$ cat src/inc/pstc_defs.vh
`ifndef PSTC_DEFS_VH
`define PSTC_DEFS_VH
// register word offsets (byte address = 4 * index)
`define PSTC_IDX_CTRL 3'h0
`define PSTC_IDX_CLKDIV 3'h1
`define PSTC_IDX_PERIOD 3'h2
`define PSTC_IDX_COMPARE 3'h3
`define PSTC_IDX_CHOP 3'h4
`define PSTC_IDX_MDUTY 3'h5
`define PSTC_IDX_MODCTL 3'h6
// control register fields
`define PSTC_CTRL_PEND 12
`define PSTC_CTRL_IRQEN 11
`define PSTC_CTRL_IMMED 10
`define PSTC_CTRL_POL 9
`define PSTC_CTRL_SOEN 8
`define PSTC_CTRL_EXTERNAL_SYNC_ENABLE 7
`define PSTC_CTRL_SRC_HI 6
`define PSTC_CTRL_SRC_LO 4
`define PSTC_CTRL_PS_HI 3
`define PSTC_CTRL_PS_LO 0
`define PSTC_CTRL_MASK 16'h1FFF
`define PSTC_CLKDIV_MASK 16'h0007
`define PSTC_CHOP_MASK 16'h83FF
`define PSTC_CHOP_EN 15
// module control fields
`define PSTC_MOD_EN 15
`define PSTC_MOD_MASTER_TIMEBASE_SELECT 3
`define PSTC_MOD_MASTER_DUTY_SELECT 8
`define PSTC_MODCTL_MASK 16'h8108
// sync source codes
`define PSTC_SRC_EXT1 3'h0
`define PSTC_SRC_TRIG16 3'h2
`define PSTC_SRC_TRIG17 3'h3
// reset values
`define PSTC_PERIOD_RST 16'hFFF8
`define PSTC_ZERO_RST 16'h0000
// sync output pulse length in cycles
`define PSTC_SYNC_PULSE 4'h1
`endif

$ cat src/core/pstc_prescaler.v
`timescale 1ns/1ps
`default_nettype none
module pstc_prescaler (
  input wire clk_i,
  input wire reset_n_i,
  input wire run_i,
  input wire [2:0] sel_i,
  output reg tick_o
);
  reg [5:0] count;
  reg [5:0] limit;
  always @* begin
    case (sel_i)
      3'h0: limit = 6'h00;
      3'h1: limit = 6'h01;
      3'h2: limit = 6'h03;
      3'h3: limit = 6'h07;
      3'h4: limit = 6'h0F;
      3'h5: limit = 6'h1F;
      3'h6: limit = 6'h3F;
      // reserved code treated as divide by one
      default: limit = 6'h00;
    endcase
  end
  always @(posedge clk_i or negedge reset_n_i) begin
    if (!reset_n_i) begin
      count <= 6'h00;
      tick_o <= 1'b0;
    end else if (!run_i) begin
      count <= 6'h00;
      tick_o <= 1'b0;
    end else if (count >= limit) begin
      count <= 6'h00;
      tick_o <= 1'b1;
    end else begin
      count <= count + 6'h01;
      tick_o <= 1'b0;
    end
  end
endmodule
`default_nettype wire

$ cat src/core/pstc_top.v
// What this block does
// a special event trigger sets the pending flag; hardware may also clear it.
// interrupt request only while the special event interrupt enable is one.
// immediate update loads active period at once, else at cycle boundary.
// polarity bit makes sync input and output active-low when set.
// sync output driven only while sync output enable is one.
// external sync enable lets the chosen source reset the time base.
// source 000 input one, 010 trigger output 16, 011 trigger output 17.
// trigger fires every N-th compare match, N = postscale field plus one.
// software changes settings only while the module is disabled.
// with input one, period is programmed slightly above external period.
// prescaler divides by 1,2,4,8,16,32,64; code 111 reserved.
// software never changes the prescaler while the PWM runs.
// 16-bit period register, reset value upper thirteen ones, lower three zeros.
// count equal to compare value gives a match feeding the postscaler.
// chop clock runs only while its enable bit is one.
// chop frequency is prescaled clock over chop divider plus one.
// 16-bit master duty value, reset zero, shared by generators.
// unimplemented control, prescaler and chop bits ignore writes, read zero.
// generator duty is master duty when master duty select is one.
// master time base select routes the secondary time base to generators.
// module enable bit turns the whole module on or off; sync output enable and duty outputs still follow their registers when off.
// counter counts prescaled ticks, wraps after period, sync resets it.
// pending flag stays until cleared, sets again only on next trigger.
`timescale 1ns/1ps
`default_nettype none
`include "pstc_defs.vh"
module pstc_top (
  input wire CLK_I,
  input wire RESET_N_I,
  input wire [4:0] AVS_ADDRESS_I,
  input wire AVS_READ_I,
  input wire AVS_WRITE_I,
  input wire [31:0] AVS_WRITEDATA_I,
  input wire [3:0] AVS_BYTEENABLE_I,
  output reg [31:0] AVS_READDATA_O,
  output reg AVS_WAITREQUEST_O,
  input wire EXT_SYNC_INPUT_ONE_I,
  input wire TRIG_GEN_OUTPUT_16_I,
  input wire TRIG_GEN_OUTPUT_17_I,
  input wire PEND_CLEAR_I,
  input wire [15:0] GEN_DUTY_I,
  output reg SYNC_OUTPUT_TWO_O,
  output reg SYNC_OUTPUT_TWO_OE_N_O,
  output reg SPECIAL_EVENT_TRIG_O,
  output reg SPECIAL_EVENT_IRQ_O,
  output reg [15:0] MASTER_TIMEBASE_COUNTER_O,
  output reg TIMEBASE_TICK_O,
  output reg TIMEBASE_ROLLOVER_O,
  output reg CHOP_CLOCK_O,
  output reg [15:0] MASTER_DUTY_CYCLE_O,
  output reg [15:0] GEN_DUTY_SEL_O,
  output reg MASTER_TIMEBASE_SELECT_O,
  output reg PWM_MODULE_ENABLE_O
);
  reg [15:0] ctrl;
  reg [15:0] clkdiv;
  reg [15:0] period;
  reg [15:0] active_period;
  reg [15:0] compare;
  reg [15:0] chop;
  reg [15:0] mduty;
  reg [15:0] modctl;
  reg [15:0] count;
  reg [3:0] ps_count;
  reg [9:0] chop_count;
  reg period_dirty;
  reg sync_prev;
  reg bus_done;
  reg [15:0] rd_word;
  reg sync_raw;
  reg [15:0] wmask;
  reg [15:0] next_ctrl;
  wire [2:0] idx = AVS_ADDRESS_I[4:2];
  wire enable = modctl[`PSTC_MOD_EN];
  wire pol = ctrl[`PSTC_CTRL_POL];
  wire tick;
  wire bus_req = (AVS_READ_I | AVS_WRITE_I) & ~bus_done;
  wire wr = AVS_WRITE_I & ~bus_done;
  wire sync_act = sync_raw ^ pol;
  wire sync_edge = sync_act & ~sync_prev & ctrl[`PSTC_CTRL_EXTERNAL_SYNC_ENABLE];
  wire at_end = count >= active_period;
  wire match = tick & (count == compare);
  wire fire = match & (ps_count == ctrl[`PSTC_CTRL_PS_HI:`PSTC_CTRL_PS_LO]);
  // one chop period spans divider + 1 ticks; high for the first half of it
  wire [10:0] chop_len = {1'b0, chop[9:0]} + 11'h001;
  wire [9:0] chop_half = chop_len[10:1];
  // shared tick: chop and counter both run off the prescaled clock
  pstc_prescaler u_pre (
    .clk_i(CLK_I),
    .reset_n_i(RESET_N_I),
    .run_i(enable),
    .sel_i(clkdiv[2:0]),
    .tick_o(tick)
  );
  always @* begin
    case (ctrl[`PSTC_CTRL_SRC_HI:`PSTC_CTRL_SRC_LO])
      `PSTC_SRC_EXT1: sync_raw = EXT_SYNC_INPUT_ONE_I;
      `PSTC_SRC_TRIG16: sync_raw = TRIG_GEN_OUTPUT_16_I;
      `PSTC_SRC_TRIG17: sync_raw = TRIG_GEN_OUTPUT_17_I;
      // reserved codes hold the input idle, so no false edges appear
      default: sync_raw = pol;
    endcase
  end
  always @* begin
    wmask = {{8{AVS_BYTEENABLE_I[1]}}, {8{AVS_BYTEENABLE_I[0]}}};
  end
  always @* begin
    case (idx)
      `PSTC_IDX_CTRL: rd_word = ctrl & `PSTC_CTRL_MASK;
      `PSTC_IDX_CLKDIV: rd_word = clkdiv & `PSTC_CLKDIV_MASK;
      `PSTC_IDX_PERIOD: rd_word = period;
      `PSTC_IDX_COMPARE: rd_word = compare;
      `PSTC_IDX_CHOP: rd_word = chop & `PSTC_CHOP_MASK;
      `PSTC_IDX_MDUTY: rd_word = mduty;
      `PSTC_IDX_MODCTL: rd_word = modctl & `PSTC_MODCTL_MASK;
      default: rd_word = 16'h0000;
    endcase
  end
  // bus: one wait cycle, answer on the second edge of the request
  always @(posedge CLK_I or negedge RESET_N_I) begin
    if (!RESET_N_I) begin
      bus_done <= 1'b0;
      AVS_WAITREQUEST_O <= 1'b1;
      AVS_READDATA_O <= 32'h0000_0000;
    end else begin
      bus_done <= bus_req;
      AVS_WAITREQUEST_O <= ~bus_req;
      if (AVS_READ_I & ~bus_done)
        AVS_READDATA_O <= {16'h0000, rd_word};
    end
  end
  // control register: pending flag set wins over any clear
  always @* begin
    next_ctrl = ctrl;
    if (wr && idx == `PSTC_IDX_CTRL)
      next_ctrl = ((ctrl & ~wmask) | (AVS_WRITEDATA_I[15:0] & wmask)) & `PSTC_CTRL_MASK;
    // software may only clear pending, never set it
    next_ctrl[`PSTC_CTRL_PEND] = ctrl[`PSTC_CTRL_PEND]
                                 & ~(wr && idx == `PSTC_IDX_CTRL && wmask[12]
                                     && !AVS_WRITEDATA_I[12]);
    if (PEND_CLEAR_I)
      next_ctrl[`PSTC_CTRL_PEND] = 1'b0;
    if (fire)
      next_ctrl[`PSTC_CTRL_PEND] = 1'b1;
  end
  always @(posedge CLK_I or negedge RESET_N_I) begin
    if (!RESET_N_I) begin
      ctrl <= `PSTC_ZERO_RST;
      clkdiv <= `PSTC_ZERO_RST;
      period <= `PSTC_PERIOD_RST;
      compare <= `PSTC_ZERO_RST;
      chop <= `PSTC_ZERO_RST;
      mduty <= `PSTC_ZERO_RST;
      modctl <= `PSTC_ZERO_RST;
    end else begin
      ctrl <= next_ctrl;
      if (wr) begin
        case (idx)
          `PSTC_IDX_CLKDIV: clkdiv <= ((clkdiv & ~wmask) | (AVS_WRITEDATA_I[15:0] & wmask))
                                      & `PSTC_CLKDIV_MASK;
          `PSTC_IDX_PERIOD: period <= (period & ~wmask) | (AVS_WRITEDATA_I[15:0] & wmask);
          `PSTC_IDX_COMPARE: compare <= (compare & ~wmask) | (AVS_WRITEDATA_I[15:0] & wmask);
          `PSTC_IDX_CHOP: chop <= ((chop & ~wmask) | (AVS_WRITEDATA_I[15:0] & wmask))
                                  & `PSTC_CHOP_MASK;
          `PSTC_IDX_MDUTY: mduty <= (mduty & ~wmask) | (AVS_WRITEDATA_I[15:0] & wmask);
          `PSTC_IDX_MODCTL: modctl <= ((modctl & ~wmask) | (AVS_WRITEDATA_I[15:0] & wmask))
                                      & `PSTC_MODCTL_MASK;
          default: ;
        endcase
      end
    end
  end
  // active period and time base counter
  always @(posedge CLK_I or negedge RESET_N_I) begin
    if (!RESET_N_I) begin
      active_period <= `PSTC_PERIOD_RST;
      period_dirty <= 1'b0;
      count <= 16'h0000;
      sync_prev <= 1'b0;
      ps_count <= 4'h0;
    end else begin
      sync_prev <= sync_act;
      if (ctrl[`PSTC_CTRL_IMMED]) begin
        active_period <= period;
        period_dirty <= 1'b0;
      end else if (tick && (at_end || sync_edge)) begin
        active_period <= period;
        period_dirty <= 1'b0;
      end else if (wr && idx == `PSTC_IDX_PERIOD) begin
        period_dirty <= 1'b1;
      end
      if (!enable) begin
        count <= 16'h0000;
        ps_count <= 4'h0;
      end else begin
        if (sync_edge)
          count <= 16'h0000;
        else if (tick)
          count <= at_end ? 16'h0000 : count + 16'h0001;
        if (match)
          ps_count <= fire ? 4'h0 : ps_count + 4'h1;
      end
    end
  end
  // chop clock: period of (divider + 1) prescaled ticks
  // divider 0 at divide-by-one cannot toggle faster than the clock: output stays high
  always @(posedge CLK_I or negedge RESET_N_I) begin
    if (!RESET_N_I) begin
      chop_count <= 10'h000;
      CHOP_CLOCK_O <= 1'b0;
    end else if (!chop[`PSTC_CHOP_EN] || !enable) begin
      chop_count <= 10'h000;
      CHOP_CLOCK_O <= 1'b0;
    end else if (tick) begin
      if (chop_count >= chop[9:0]) begin
        chop_count <= 10'h000;
        CHOP_CLOCK_O <= 1'b1;
      end else begin
        chop_count <= chop_count + 10'h001;
        if (chop_count + 10'h001 == chop_half)
          CHOP_CLOCK_O <= 1'b0;
      end
    end
  end
  // outputs to generators and trigger logic
  always @(posedge CLK_I or negedge RESET_N_I) begin
    if (!RESET_N_I) begin
      SYNC_OUTPUT_TWO_O <= 1'b0;
      SYNC_OUTPUT_TWO_OE_N_O <= 1'b1;
      SPECIAL_EVENT_TRIG_O <= 1'b0;
      SPECIAL_EVENT_IRQ_O <= 1'b0;
      MASTER_TIMEBASE_COUNTER_O <= 16'h0000;
      TIMEBASE_TICK_O <= 1'b0;
      TIMEBASE_ROLLOVER_O <= 1'b0;
      MASTER_DUTY_CYCLE_O <= 16'h0000;
      GEN_DUTY_SEL_O <= 16'h0000;
      MASTER_TIMEBASE_SELECT_O <= 1'b0;
      PWM_MODULE_ENABLE_O <= 1'b0;
    end else begin
      SYNC_OUTPUT_TWO_OE_N_O <= ~ctrl[`PSTC_CTRL_SOEN];
      SYNC_OUTPUT_TWO_O <= (ctrl[`PSTC_CTRL_SOEN] & enable & tick & at_end) ^ pol;
      SPECIAL_EVENT_TRIG_O <= fire;
      SPECIAL_EVENT_IRQ_O <= fire & ctrl[`PSTC_CTRL_IRQEN];
      MASTER_TIMEBASE_COUNTER_O <= count;
      TIMEBASE_TICK_O <= tick & enable & modctl[`PSTC_MOD_MASTER_TIMEBASE_SELECT];
      TIMEBASE_ROLLOVER_O <= tick & enable & at_end;
      MASTER_DUTY_CYCLE_O <= mduty;
      GEN_DUTY_SEL_O <= modctl[`PSTC_MOD_MASTER_DUTY_SELECT] ? mduty : GEN_DUTY_I;
      MASTER_TIMEBASE_SELECT_O <= modctl[`PSTC_MOD_MASTER_TIMEBASE_SELECT];
      PWM_MODULE_ENABLE_O <= enable;
    end
  end
endmodule
`default_nettype wire

$ cat config.mk
export PLATFORM = sky130hd
export DESIGN_NAME = pstc_top
export DESIGN_NICKNAME = d
export VERILOG_FILES = /design/src/core/pstc_prescaler.v /design/src/core/pstc_top.v
export VERILOG_INCLUDE_DIRS = /design/src /design/src/inc
export SDC_FILE = /design/constraint.sdc
export NUM_CORES = 1
export LEC_CHECK = 0
export ABC_AREA = 1
export CORE_UTILIZATION = 30
export CTS_CLUSTER_SIZE = 40
export DETAILED_ROUTE_END_ITERATION = 8
export DONT_BUFFER_PORTS = 1
export SLEW_MARGIN = 25
export SYNTH_ARGS = -nofsm -noshare
export SYNTH_HDL_FRONTEND = slang
export SYNTH_SLANG_ARGS = --single-unit
$ cat constraint.sdc
create_clock -name CLK_I -period 4 [get_ports CLK_I]
set_clock_uncertainty 0.1 [all_clocks]
set_input_delay 0.4 -clock CLK_I [delete_from_list [all_inputs] [get_ports CLK_I]]
set_output_delay 0.4 -clock CLK_I [all_outputs]
set_load 0.005 [all_outputs]
# Yosys cells after proc, flatten, opt, wreduce, memory -nomap -nowiden
# Cells that the tools add are included.
[classes]
n_eq_ne = 19
magnitude_cmp = 3
mux = 26
n_mul = 0
shifts = 0
bitwise = 39
reduce_logical = 21
n_div = 0
n_addsub = 5
[ops]
columns = ["cell", "n"]
rows = [
  ["16-bit 2-to-1 mux", 7],
  ["16-bit case mux with 7 select lines", 1],
  ["16-bit bitwise AND", 6],
  ["16-bit OR", 5],
  ["6-bit case mux with 6 select lines", 1],
  ["10-bit 2-to-1 mux", 3],
  ["3-bit by 2-bit equality test with 1-bit output, second input constant", 6],
  ["3-bit equality test, second input constant", 6],
  ["16-bit by 1-bit adder with 16-bit output, second input constant", 1],
  ["16-bit equality test", 1],
  ["16-bit greater-or-equal comparator", 1],
  ["16-bit inverter", 1],
  ["1-bit bitwise AND", 15],
  ["2-bit AND reduction", 7],
  ["12-bit bitwise AND", 1],
  ["4-bit 2-to-1 mux", 3],
  ["6-bit 2-to-1 mux", 2],
  ["12-bit OR", 1],
  ["10-bit by 1-bit adder with 11-bit output, second input constant", 1],
  ["10-bit by 1-bit adder with 10-bit output, second input constant", 1],
  ["10-bit equality test", 1],
  ["10-bit greater-or-equal comparator", 1],
  ["1-bit 2-to-1 mux", 8],
  ["6-bit by 1-bit adder with 6-bit output, second input constant", 1],
  ["other kinds (18)", 32],
]
[totals]
mem_bits_rw = 0
latch_bits = 0
register_bits = 207
mem_bits_ro = 0
out_inout_bits = 90
elab_cells = 143
memories = 0
in_bits = 65

# Depth between registers and ports, before layout
# Gate-level depths: netlist of run 1.
[logic_depth]
ltp_word = 9
mapped_depth = 14

# Cells and area by module
# From an unflattened synthesis of run 1, not the netlist that was laid out.
[unflattened]
cells_unflattened = 1288
area_unflattened_um2 = 10471.3
[modules_own_cells]
columns = ["mod", "area_each_um2", "cells_each", "n_inst"]
rows = [
  ["pstc_top", 9955.8, 1220, 1],
  ["pstc_prescaler", 515.5, 68, 1],
]

# Worst setup path before layout of run 1
# Ideal clock, no wire load.
[synth_path]
kind = "reg-to-reg"
start = "reg active_period[15]"
end = "reg count[8]"
stages_incl_launch_ff = 11
path_buffers = 1
arrival_time_ns = 1.846
t_required_ns = 3.782
slack_ns = 1.935
path_cell_list = "dfstp_2 inv_1 ha_1 nand2_1 nor4_1 nand2_1 nand3_1 nor2_4 nor2_2 buf_6 nor2_1"
[synth_via]
elab_chain_cells = 5
[synth_rtl]
columns = ["item", "line_no", "rtl"]
rows = [
  ["start: declaration", "pstc_top.v:59", "reg [15:0] active_period;"],
  ["start signal: assignment", "pstc_top.v:177", "active_period <= `PSTC_PERIOD_RST;"],
  ["start signal: assignment", "pstc_top.v:185", "active_period <= period;"],
  ["start signal: assignment", "pstc_top.v:188", "active_period <= period;"],
  ["16-bit greater-or-equal comparator", "pstc_top.v:82", "wire at_end = count >= active_period;"],
  ["16-bit 2-to-1 mux", "pstc_top.v:200", "count <= at_end ? 16'h0000 : count + 16'h0001;"],
  ["16-bit 2-to-1 mux", "pstc_top.v:199", "else if (tick)"],
  ["16-bit 2-to-1 mux", "pstc_top.v:197", "if (sync_edge)"],
  ["16-bit 2-to-1 mux", "pstc_top.v:193", "if (!enable) begin"],
  ["end signal: assignment", "pstc_top.v:200", ""],
  ["end: declaration", "pstc_top.v:64", "reg [15:0] count;"],
]
# No other way between the ends. The select of a mux whose other input is x is not followed.
# A chain may end at the register's enable or synchronous reset.

# Worst setup path in the final report of run 1
[layout_path]
start = "reg active_period[15]"
end = "reg active_period[6]"
[layout_via]
elab_chain_cells = 4
[layout_rtl]
columns = ["item", "line_no", "rtl"]
rows = [
  ["16-bit greater-or-equal comparator", "pstc_top.v:82", ""],
  ["1-bit logical OR", "pstc_top.v:187", "end else if (tick && (at_end || sync_edge)) begin"],
  ["1-bit logical AND", "pstc_top.v:187", ""],
  ["2-bit nonzero test (no source line)", "--", ""],
]
# No other way between the ends.

==> results_dict.tcl, run 1 <==
set metrics [dict create \
    fin_nets 1336 \
    min_path_type "primary input to asynchronous set/reset pin" \
    arrival_ns 3.28 \
    seqCellArea_mm2 0.00522 \
    dr.pass1.iters 5 \
    r2r_cells 10 \
    setup_viol 0 \
    whs_ns -0.513 \
    relSlewSlack 0.392 \
    swShare 0.323 \
    grt_pass1_wl_um 45000 \
    required_ns 4.31 \
    yosysSeqAreaShare 0.512 \
    first_global_vias 7916 \
    die_h_um 186 \
    tns_ns 0 \
    yosysWarningCount 0 \
    path_buf_inv 1 \
    clock-sinks 207 \
    drt_iter0_markers 544 \
    cp_top_family "simple AND/OR/NAND/NOR gates" \
    synth_area_mm2 0.0102 \
    fillers 3452 \
    ant_nets 0 \
    ios 155 \
    tightestPinTransition_ns 0.910 \
    clk_path_buf_depth 3 \
    power_density_mw_per_mm2 536 \
    setup.worst_path.start_class "flop" \
    p_comb_frac 0.197 \
    cp_max_fo 31 \
    diodes 0 \
    path_class "flop to flop" \
    finalCritPeriodShare 0.743 \
    worstReg2RegStart "active_period[15]" \
    path_common_cell "nand2_1" \
    final_layout_size_suffix_gt1_frac 0.0712 \
    internal-power_mw 4.18 \
    cts_root_buffer "clkbuf_16" \
    rows 67 \
    syn_inst 1213 \
    regToRegSetupSlack_ns 1.03 \
    io_buffers 0 \
    p_switching_mw 2.00 \
    clock_latency_ns 0.51 \
    ir_worst_vdd_mv 0.253 \
    dp_hpwl_um 20700 \
    cts-hold-fix-buffers 22 \
    fp.dieW_um 186 \
    core_mm2 0.0334 \
    outcome "finished with violations" \
    via_per_inst 4.76 \
    max_stage_delay_ns 0.68 \
    maxCapViolations 0 \
    path_cells "inv_1 > ha_1 > nand2_1 > nor4_1 > nand2_1 > nand4_1 > nand2_1 > nand2_1 > nand2_1 > o21ai_0" \
    endpoint_kind "flop" \
    layout_commonest_cell "nand2_1" \
    clkPwrFrac 0.331 \
    cts.htree.levels 1 \
    clock.fmax_ghz 0.336 \
    cts_tree "done" \
    avgSynthCellArea_um2 8.40 \
    wire_per_inst_um 16.6 \
    grt_use_total 0.164 \
    grt.overflow.total 0 \
    routed_wl_um 28200 \
    vias 8088 \
    final_cell_mix "nand2_1, dfrtp_1, inv_1" \
    finalMaxSlewViolations 0 \
    multi_input_area_mm2 0.00424 \
    ys_seq_elements 207 \
    setup_ws_ns 1.03 \
    start_util 0.305 \
    rsz0062_at_grt "false" \
    drcViolationCount 0 \
    clkTransAtPathRegs_ns 0.06 \
    layout_min_cycle_time_ns 2.97 \
    p_leak_nw 5.44 \
    place_ws_ns 1.06 \
    area_growth_pct 12.9 \
    seqPwrFrac 0.473 \
    grt_start_max_net_pins 208 \
    place_congestion 0.875 \
    cts_made_buffers 22 \
    slowest_stage "nand2_1" \
    die-area_mm2 0.0347 \
    antenna_found_initial 0 \
    ys_types 43 \
    r2r_end "active_period[6]" \
    violations "negative hold slack" \
    hold_violations 207 \
]
==> worst reg2reg max path: stages (launching register included) <==
cell	delay, ns
dfstp_2	0.51
inv_1	0.05
ha_1	0.29
nand2_1	0.08
nor4_1	0.57
nand2_1	0.16
nand4_1	0.13
nand2_1	0.07
nand2_1	0.68
nand2_1	0.13
o21ai_0	0.12
==> worst max path at each step <==
stage	start	to	slack, ns	depth (start not counted)
after global routing	active_period[15]	active_period[8]	0.76	10
final	active_period[15]	active_period[6]	1.03	10
after global placement	active_period[15]	active_period[1]	1.15	9
after floorplan	active_period[15]	count[8]	1.94	10
after detailed placement	active_period[15]	active_period[6]	1.06	10
after CTS	active_period[15]	active_period[6]	1.05	10
==> cells by family after synthesis <==
kind of cell,synth area share
AO/OA/AOI/OAI,0.106
other,0.000368
AND/OR/NAND/NOR,0.236
XOR/XNOR,0.0223
adder cells (fa/ha/maj),0.0454
flip-flops,0.512
buffers and inverters,0.0782
==> cells in the mapped netlist (all sizes together) <==
master   number  area share
nand2       350        0.13
o21a          3      0.0022
conb          1     0.00037
o211ai        7      0.0052
dfrtp       179        0.44
a211oi        2      0.0015
nor4          2      0.0012
and2          1     0.00061
nand3b        7      0.0052
a21oi        26       0.013
dfstp        28       0.072
o21ai       139       0.068
nor3b         3      0.0022
o22ai         4      0.0025
and3          1     0.00061
a31oi         2      0.0012
xnor2         6      0.0052
buf          25       0.019
clkbuf       17      0.0064
a221oi        6      0.0052
ha           37       0.045
a21o          1     0.00074
nor4b         1      0.0015
nand3        69       0.037
or2           1     0.00061
nor2         87       0.036
nand4        24       0.015
o221ai        4      0.0034
o2111ai       3      0.0026
o31ai         1     0.00074
clkinv        1     0.00037
nor3         12      0.0064
inv         143       0.053
xor2         20       0.017
==> routing by layer <==
layer  track usage  vias to the layer above  wire, um
met2         0.264                      221     13200
met3        0.0301                       37      1540
met4        0.0486                        0       591
met1         0.223                     3869     12900
li1              -                     3961         -
met5             0                        -         0
==> metrics by stage <==
step                area [um^2]  total power, mW   util  hold slack [ns]  cells
floorplan                 10200             3.74      -          0.00441   1228
global placement          10600             4.11  0.316           0.0109   1636
detailed placement        10600             4.15  0.316           0.0115   1636
CTS                       11500             6.24  0.344           -0.530   1698
global route              11500             6.55  0.344           -0.535   1698
finish                    11500             6.17  0.344           -0.513   1698
==> power groups by stage <==
| stage | logic, mW | registers (mW) | clock network [mW] |
|---|---|---|---|
| final | 1.21 | 2.92 | 2.04 |
| after global routing | 1.41 | 2.97 | 2.17 |
| after CTS | 1.22 | 2.92 | 2.10 |
| after detailed placement | 1.19 | 2.95 | 0 |
| after global placement | 1.16 | 2.95 | 0 |
| after floorplan | 0.952 | 2.79 | 0 |
==> final cells by class <==
cell class	instances	share of cell area
flip-flops and latches	207	0.453
multi-input cells	835	0.368
clock buffers	35	0.0583
well taps	448	0.0487
inverters	144	0.0470
repair buffers	24	0.0204
clock inverters	5	0.00435
==> timing repair <==
| item | in CTS | in global routing |
|---|---|---|
| resized for setup | 0 | 0 |
| endpoints found under the hold margin | 234 | 207 |
| endpoints found under the setup margin | 0 | 0 |
| buffers inserted | 0 | 0 |
No activity file was read; power rests on OpenSTA's default activity.
==> inputs of run 2 (changes only) <==
- ABC_AREA: 1 -> 0
- clock period: 4 -> 2.9 ns (I/O delays scaled with it)
==> run 2 against run 1 <==
The flow still finishes with violations (negative hold slack); global-route usage shrank 0.55 points; critical path depth shrank 1; fmax grew 9.3%; critical path type unchanged; largest cell class unchanged; largest power group unchanged.
==> results_dict.tcl, run 2 <==
set metrics [dict create \
    outcome "finished with violations" \
    violations "negative hold slack" \
    ys_types 67 \
    dr.pass1.iters 6 \
    min_path_type "primary input to asynchronous set/reset pin" \
    ios 155 \
    fillers 3329 \
    yosysTopAreaCell "dfrtp_1" \
    synth_edf_count 0 \
    cts_root_buffer "clkbuf_16" \
    yosysWarningCount 0 \
    cts-hold-fix-buffers 43 \
    diodes 0 \
    clkPwrFrac 0.352 \
    drt_iter0_markers 469 \
    worstReg2RegStart "active_period[13]" \
    hold_violations 207 \
    grt_pass1_wl_um 44100 \
    dp_hpwl_um 19700 \
    clk_path_buf_depth 3 \
    synth_ff_type "dfrtp_1" \
    io_buffers 0 \
    layout_commonest_cell "dfrtp_1" \
    cts_made_buffers 25 \
    p_comb_frac 0.201 \
    swShare 0.302 \
    layout_min_cycle_time_ns 2.72 \
    clock-sinks 207 \
    setup.worst_path.start_class "flop" \
    setup_ws_ns 0.181 \
    async_reset_ff_frac 1.00 \
    avgSynthCellArea_um2 11.0 \
    fin_nets 1092 \
    tns_ns 0 \
    synth_area_mm2 0.0104 \
    internal-power_mw 6.44 \
    tightestPinTransition_ns 0.786 \
    final_layout_size_suffix_gt1_frac 0.190 \
    wire_per_inst_um 19.1 \
    synth_commonest_cells "dfrtp_1, mux2_2, nand2_1" \
    core_mm2 0.0338 \
    finalCritPeriodShare 0.938 \
    clkTransAtPathRegs_ns 0.06 \
    path_class "flop to flop" \
    regToRegSetupSlack_ns 0.18 \
    grt_use_total 0.158 \
    ir_worst_vdd_mv 0.463 \
    die_h_um 188 \
    synth_top_cell_area_share 0.432 \
    p_leak_nw 5.37 \
    via_per_inst 5.09 \
    start_util 0.307 \
    finalMaxSlewViolations 0 \
    fp.dieW_um 188 \
    endpoint_kind "flop" \
    setup_viol 0 \
    arrival_ns 3.01 \
    seqPwrFrac 0.447 \
    yosysMostFrequentCell "dfrtp_1" \
    grt.overflow.total 0 \
    grt_start_max_net_pins 208 \
    ys_seq_elements 207 \
    final_cell_mix "dfrtp_1, mux2_2, nand2_1" \
    clock.fmax_ghz 0.368 \
    synth_area_leaders "dfrtp_1, mux2_2, dfstp_2" \
    first_global_vias 7503 \
    maxCapViolations 0 \
    cts.htree.levels 1 \
    place_congestion 0.856 \
    place_ws_ns 0.216 \
    die-area_mm2 0.0353 \
    cp_max_fo 25 \
    routed_wl_um 27700 \
    vias 7408 \
    antenna_found_initial 0 \
    area_growth_pct 17.4 \
    drcViolationCount 0 \
    rsz0062_at_grt "false" \
    relSlewSlack 0.474 \
    yosysSeqAreaShare 0.503 \
    p_switching_mw 2.78 \
    clock_latency_ns 0.53 \
    r2r_cells 9 \
    syn_inst 940 \
    required_ns 3.19 \
    power_density_mw_per_mm2 758 \
    postCtsSetupRepairBufs 0 \
    cts_tree "done" \
    r2r_end "active_period[1]" \
    whs_ns -0.636 \
    ant_nets 0 \
    rows 67 \
]
## run 2: final cells by class
cell class / count / area (um^2) / area share
sequential: 207 / 5220 / 0.429
clock inverter: 14 / 169 / 0.0139
timing repair buffer: 61 / 578 / 0.0475
inverter: 38 / 143 / 0.0117
multi-input combinational: 657 / 4820 / 0.396
tap: 448 / 561 / 0.0461
clock buffer: 31 / 688 / 0.0565
## run 2: how the worst max path moves through the flow
stage                 startpoint                to  slack, ns  cells past startpoint
2_1_floorplan  active_period[13]  active_period[1]       0.50                      9
3_3_place_gp   active_period[13]  active_period[1]       0.29                      9
3_5_place_dp   active_period[13]  active_period[1]       0.22                      9
4_1_cts        active_period[13]  active_period[1]       0.19                      9
5_1_grt        active_period[13]  active_period[1]       0.05                      9
6_report       active_period[13]  active_period[1]       0.18                      9
## run 2: what timing repair did
item | CTS | global route
endpoints found under the hold margin | 311 | 207
endpoints found under the setup margin | 0 | 2
resized for setup | 0 | 1
## run 2: layer usage
| metal | share of wire | up-vias | track usage |
|---|---|---|---|
| met5 | 0 | - | 0 |
| met4 | 0.022 | 0 | 0.0425 |
| met3 | 0.069 | 41 | 0.0335 |
| met2 | 0.46 | 230 | 0.252 |
| met1 | 0.45 | 3701 | 0.216 |
| li1 | - | 3436 | - |
## run 2: stage by stage
stage	util	total power [mW]	std cells	cell area [um^2]
after CTS	0.360	9.30	1456	12200
final	0.360	9.22	1456	12200
after global placement	0.322	5.86	1368	10900
after floorplan	-	5.38	955	10400
after detailed placement	0.322	5.94	1368	10900
after global routing	0.360	9.72	1456	12200
## run 2: logic make-up after synthesis
logic type / after synthesis / share of synthesized area
xor+xnor: 64 / 0.0541
simple gates: 271 / 0.131
buf+inv: 91 / 0.0389
compound gates: 158 / 0.110
fa+ha+maj: 37 / 0.0447
flops: 207 / 0.503
mux: 111 / 0.118
other cells: 1 / 0.000362
## run 2: worst max-delay path, stage by stage (launching register included)
cell,delay [ns]
dfstp_2,0.54
inv_1,0.06
ha_1,0.30
nand4_1,0.13
nor2_1,0.21
o2111ai_1,0.16
o21ai_2,0.43
buf_12,0.25
nor3_1,0.08
a311o_1,0.32
## run 2: power groups by stage
| stage | combinational (mW) | sequential, mW | clock [mW] |
|---|---|---|---|
| final | 1.85 | 4.12 | 3.25 |
| after global routing | 2.09 | 4.20 | 3.44 |
| after CTS | 1.86 | 4.12 | 3.32 |
| after detailed placement | 1.77 | 4.17 | 0 |
| after global placement | 1.71 | 4.15 | 0 |
| after floorplan | 1.48 | 3.91 | 0 |
==> inputs of run 3 (changes only) <==
- clock period: 2.9 -> 3.29 ns (I/O delays scaled with it)
==> run 3 against run 2 <==
Register-to-register slack improved by 0.18 ns; global-route usage decreased by 0.45 points; worst hold slack better by 0.046 ns; clock-buffer cell count increased by 1; the flow still finishes with violations (negative hold slack); highest routed layer is now met5.
==> results_dict.tcl, run 3 (synthesis results as in run 2) <==
set metrics [dict create \
    outcome "finished with violations" \
    violations "negative hold slack" \
    cts_made_buffers 25 \
    arrival_ns 3.29 \
    utilization 0.359 \
    clk_path_buf_depth 3 \
    tns_ns 0 \
    cts_root_buffer "clkbuf_16" \
    die-area_mm2 0.0353 \
    ios 155 \
    hold_violations 207 \
    grt_use_total 0.154 \
    start_util 0.307 \
    routed_wl_um 27100 \
    max_stage_delay_ns 0.59 \
    dr.pass1.iters 5 \
    drt_iter0_markers 514 \
    endpoint_kind "flop" \
    path_cells "nor2b_1 > nand3_1 > nor3_1 > nand2_1 > dlygate4sd3_1 > o21ai_0 > dlygate4sd3_1" \
    grt_pass1_wl_um 43000 \
    setup.worst_path.start_class "flop" \
    finalCritPeriodShare 0.891 \
    dp_hpwl_um 19300 \
    total_power_mw 8.24 \
    power_density_mw_per_mm2 680 \
    setup_viol 0 \
    die_h_um 188 \
    first_global_vias 7424 \
    grt_start_max_net_pins 208 \
    cp_top_family "buffers and inverters" \
    rsz0062_at_grt "false" \
    path_class "flop to flop" \
    cts_tree "done" \
    required_ns 3.65 \
    ir_worst_vdd_mv 0.403 \
    cp_max_fo 5 \
    layout_commonest_cell "dfrtp_1" \
    p_leak_nw 5.34 \
    layout_min_cycle_time_ns 2.93 \
    place_congestion 0.831 \
    clock.fmax_ghz 0.341 \
    relSlewSlack 0.366 \
    area_growth_pct 16.9 \
    ctsResizeCount 0 \
    cts-hold-fix-buffers 40 \
    slowest_stage "dlygate4sd3_1" \
    min_path_type "primary input to asynchronous set/reset pin" \
    tightestPinTransition_ns 0.947 \
    clkTransAtPathRegs_ns 0.06 \
    rows 67 \
    fp.dieW_um 188 \
    finalMaxSlewViolations 0 \
    path_buf_inv 2 \
    antenna_found_initial 2 \
    clock-sinks 207 \
    postCtsSetupRepairBufs 0 \
    whs_ns -0.590 \
    clock_latency_ns 0.52 \
    fin_nets 1082 \
    wire_per_inst_um 18.7 \
    vias 7363 \
    drcViolationCount 0 \
    grt.overflow.total 0 \
    io_buffers 0 \
    maxCapViolations 0 \
    cts.htree.levels 1 \
    final_cell_mix "dfrtp_1, mux2_2, nand2_1" \
    core_mm2 0.0338 \
    ant_nets 0 \
    final_layout_size_suffix_gt1_frac 0.184 \
    via_per_inst 5.08 \
    path_common_cell "dlygate4sd3_1" \
]
## run 3: per-layer routing
layer	GRT usage	vias up	wire length, um
met3	0.0343	46	1810
li1	-	3424	-
met2	0.241	250	12200
met4	0.0428	2	641
met1	0.212	3641	12400
met5	0	-	13
## run 3: worst paths after layout
| kind | from | to | slack, ns | depth (start not counted) |
|---|---|---|---|---|
| max reg2reg | bus_done | flop | 0.36 | 7 |
| min | RESET_N_I | GEN_DUTY_SEL_O[9] | -0.59 | 0 |
| max | bus_done | flop | 0.36 | 7 |
| min in group CLK_I | AVS_ADDRESS_I[4] | AVS_READDATA_O[1] | 0.02 | 3 |
| max in group asynchronous | RESET_N_I | active_period[5] | 3.32 | 0 |
| min reg2reg | flop | MASTER_DUTY_CYCLE_O[1] | 0.34 | 0 |
## run 3: per-stage QoR
step	cell area, um^2	hold WS [ns]	std cells	setup slack (ns)
floorplan	10400	-0.0666	955	0.889
global placement	10800	-0.0574	1361	0.568
detailed placement	10800	-0.0586	1361	0.550
CTS	12100	-0.613	1447	0.515
global route	12100	-0.616	1448	0.266
finish	12100	-0.590	1448	0.359
## run 3: where the power goes
group	total, mW	internal (mW)	switching, mW
clock network	3.01	1.89	1.12
logic	1.58	0.815	0.769
registers	3.65	3.12	0.537
total	8.24	5.82	2.43
## run 3: final cells by class
cell class / instances / area [um^2]
well taps: 448 / 561
inverters: 38 / 143
flip-flops and latches: 207 / 5220
multi-input cells: 657 / 4810
diodes: 1 / 2.50
repair buffers: 51 / 483
fillers: 3329 / 21700
clock buffers: 32 / 692
clock inverters: 14 / 215
## run 3: worst reg2reg max path, cell delays in order, from the launching register on
cell and delay (ns):
dfrtp_1 0.38, nor2b_1 0.32, nand3_1 0.18, nor3_1 0.51
nand2_1 0.12, dlygate4sd3_1 0.59, o21ai_0 0.09, dlygate4sd3_1 0.58
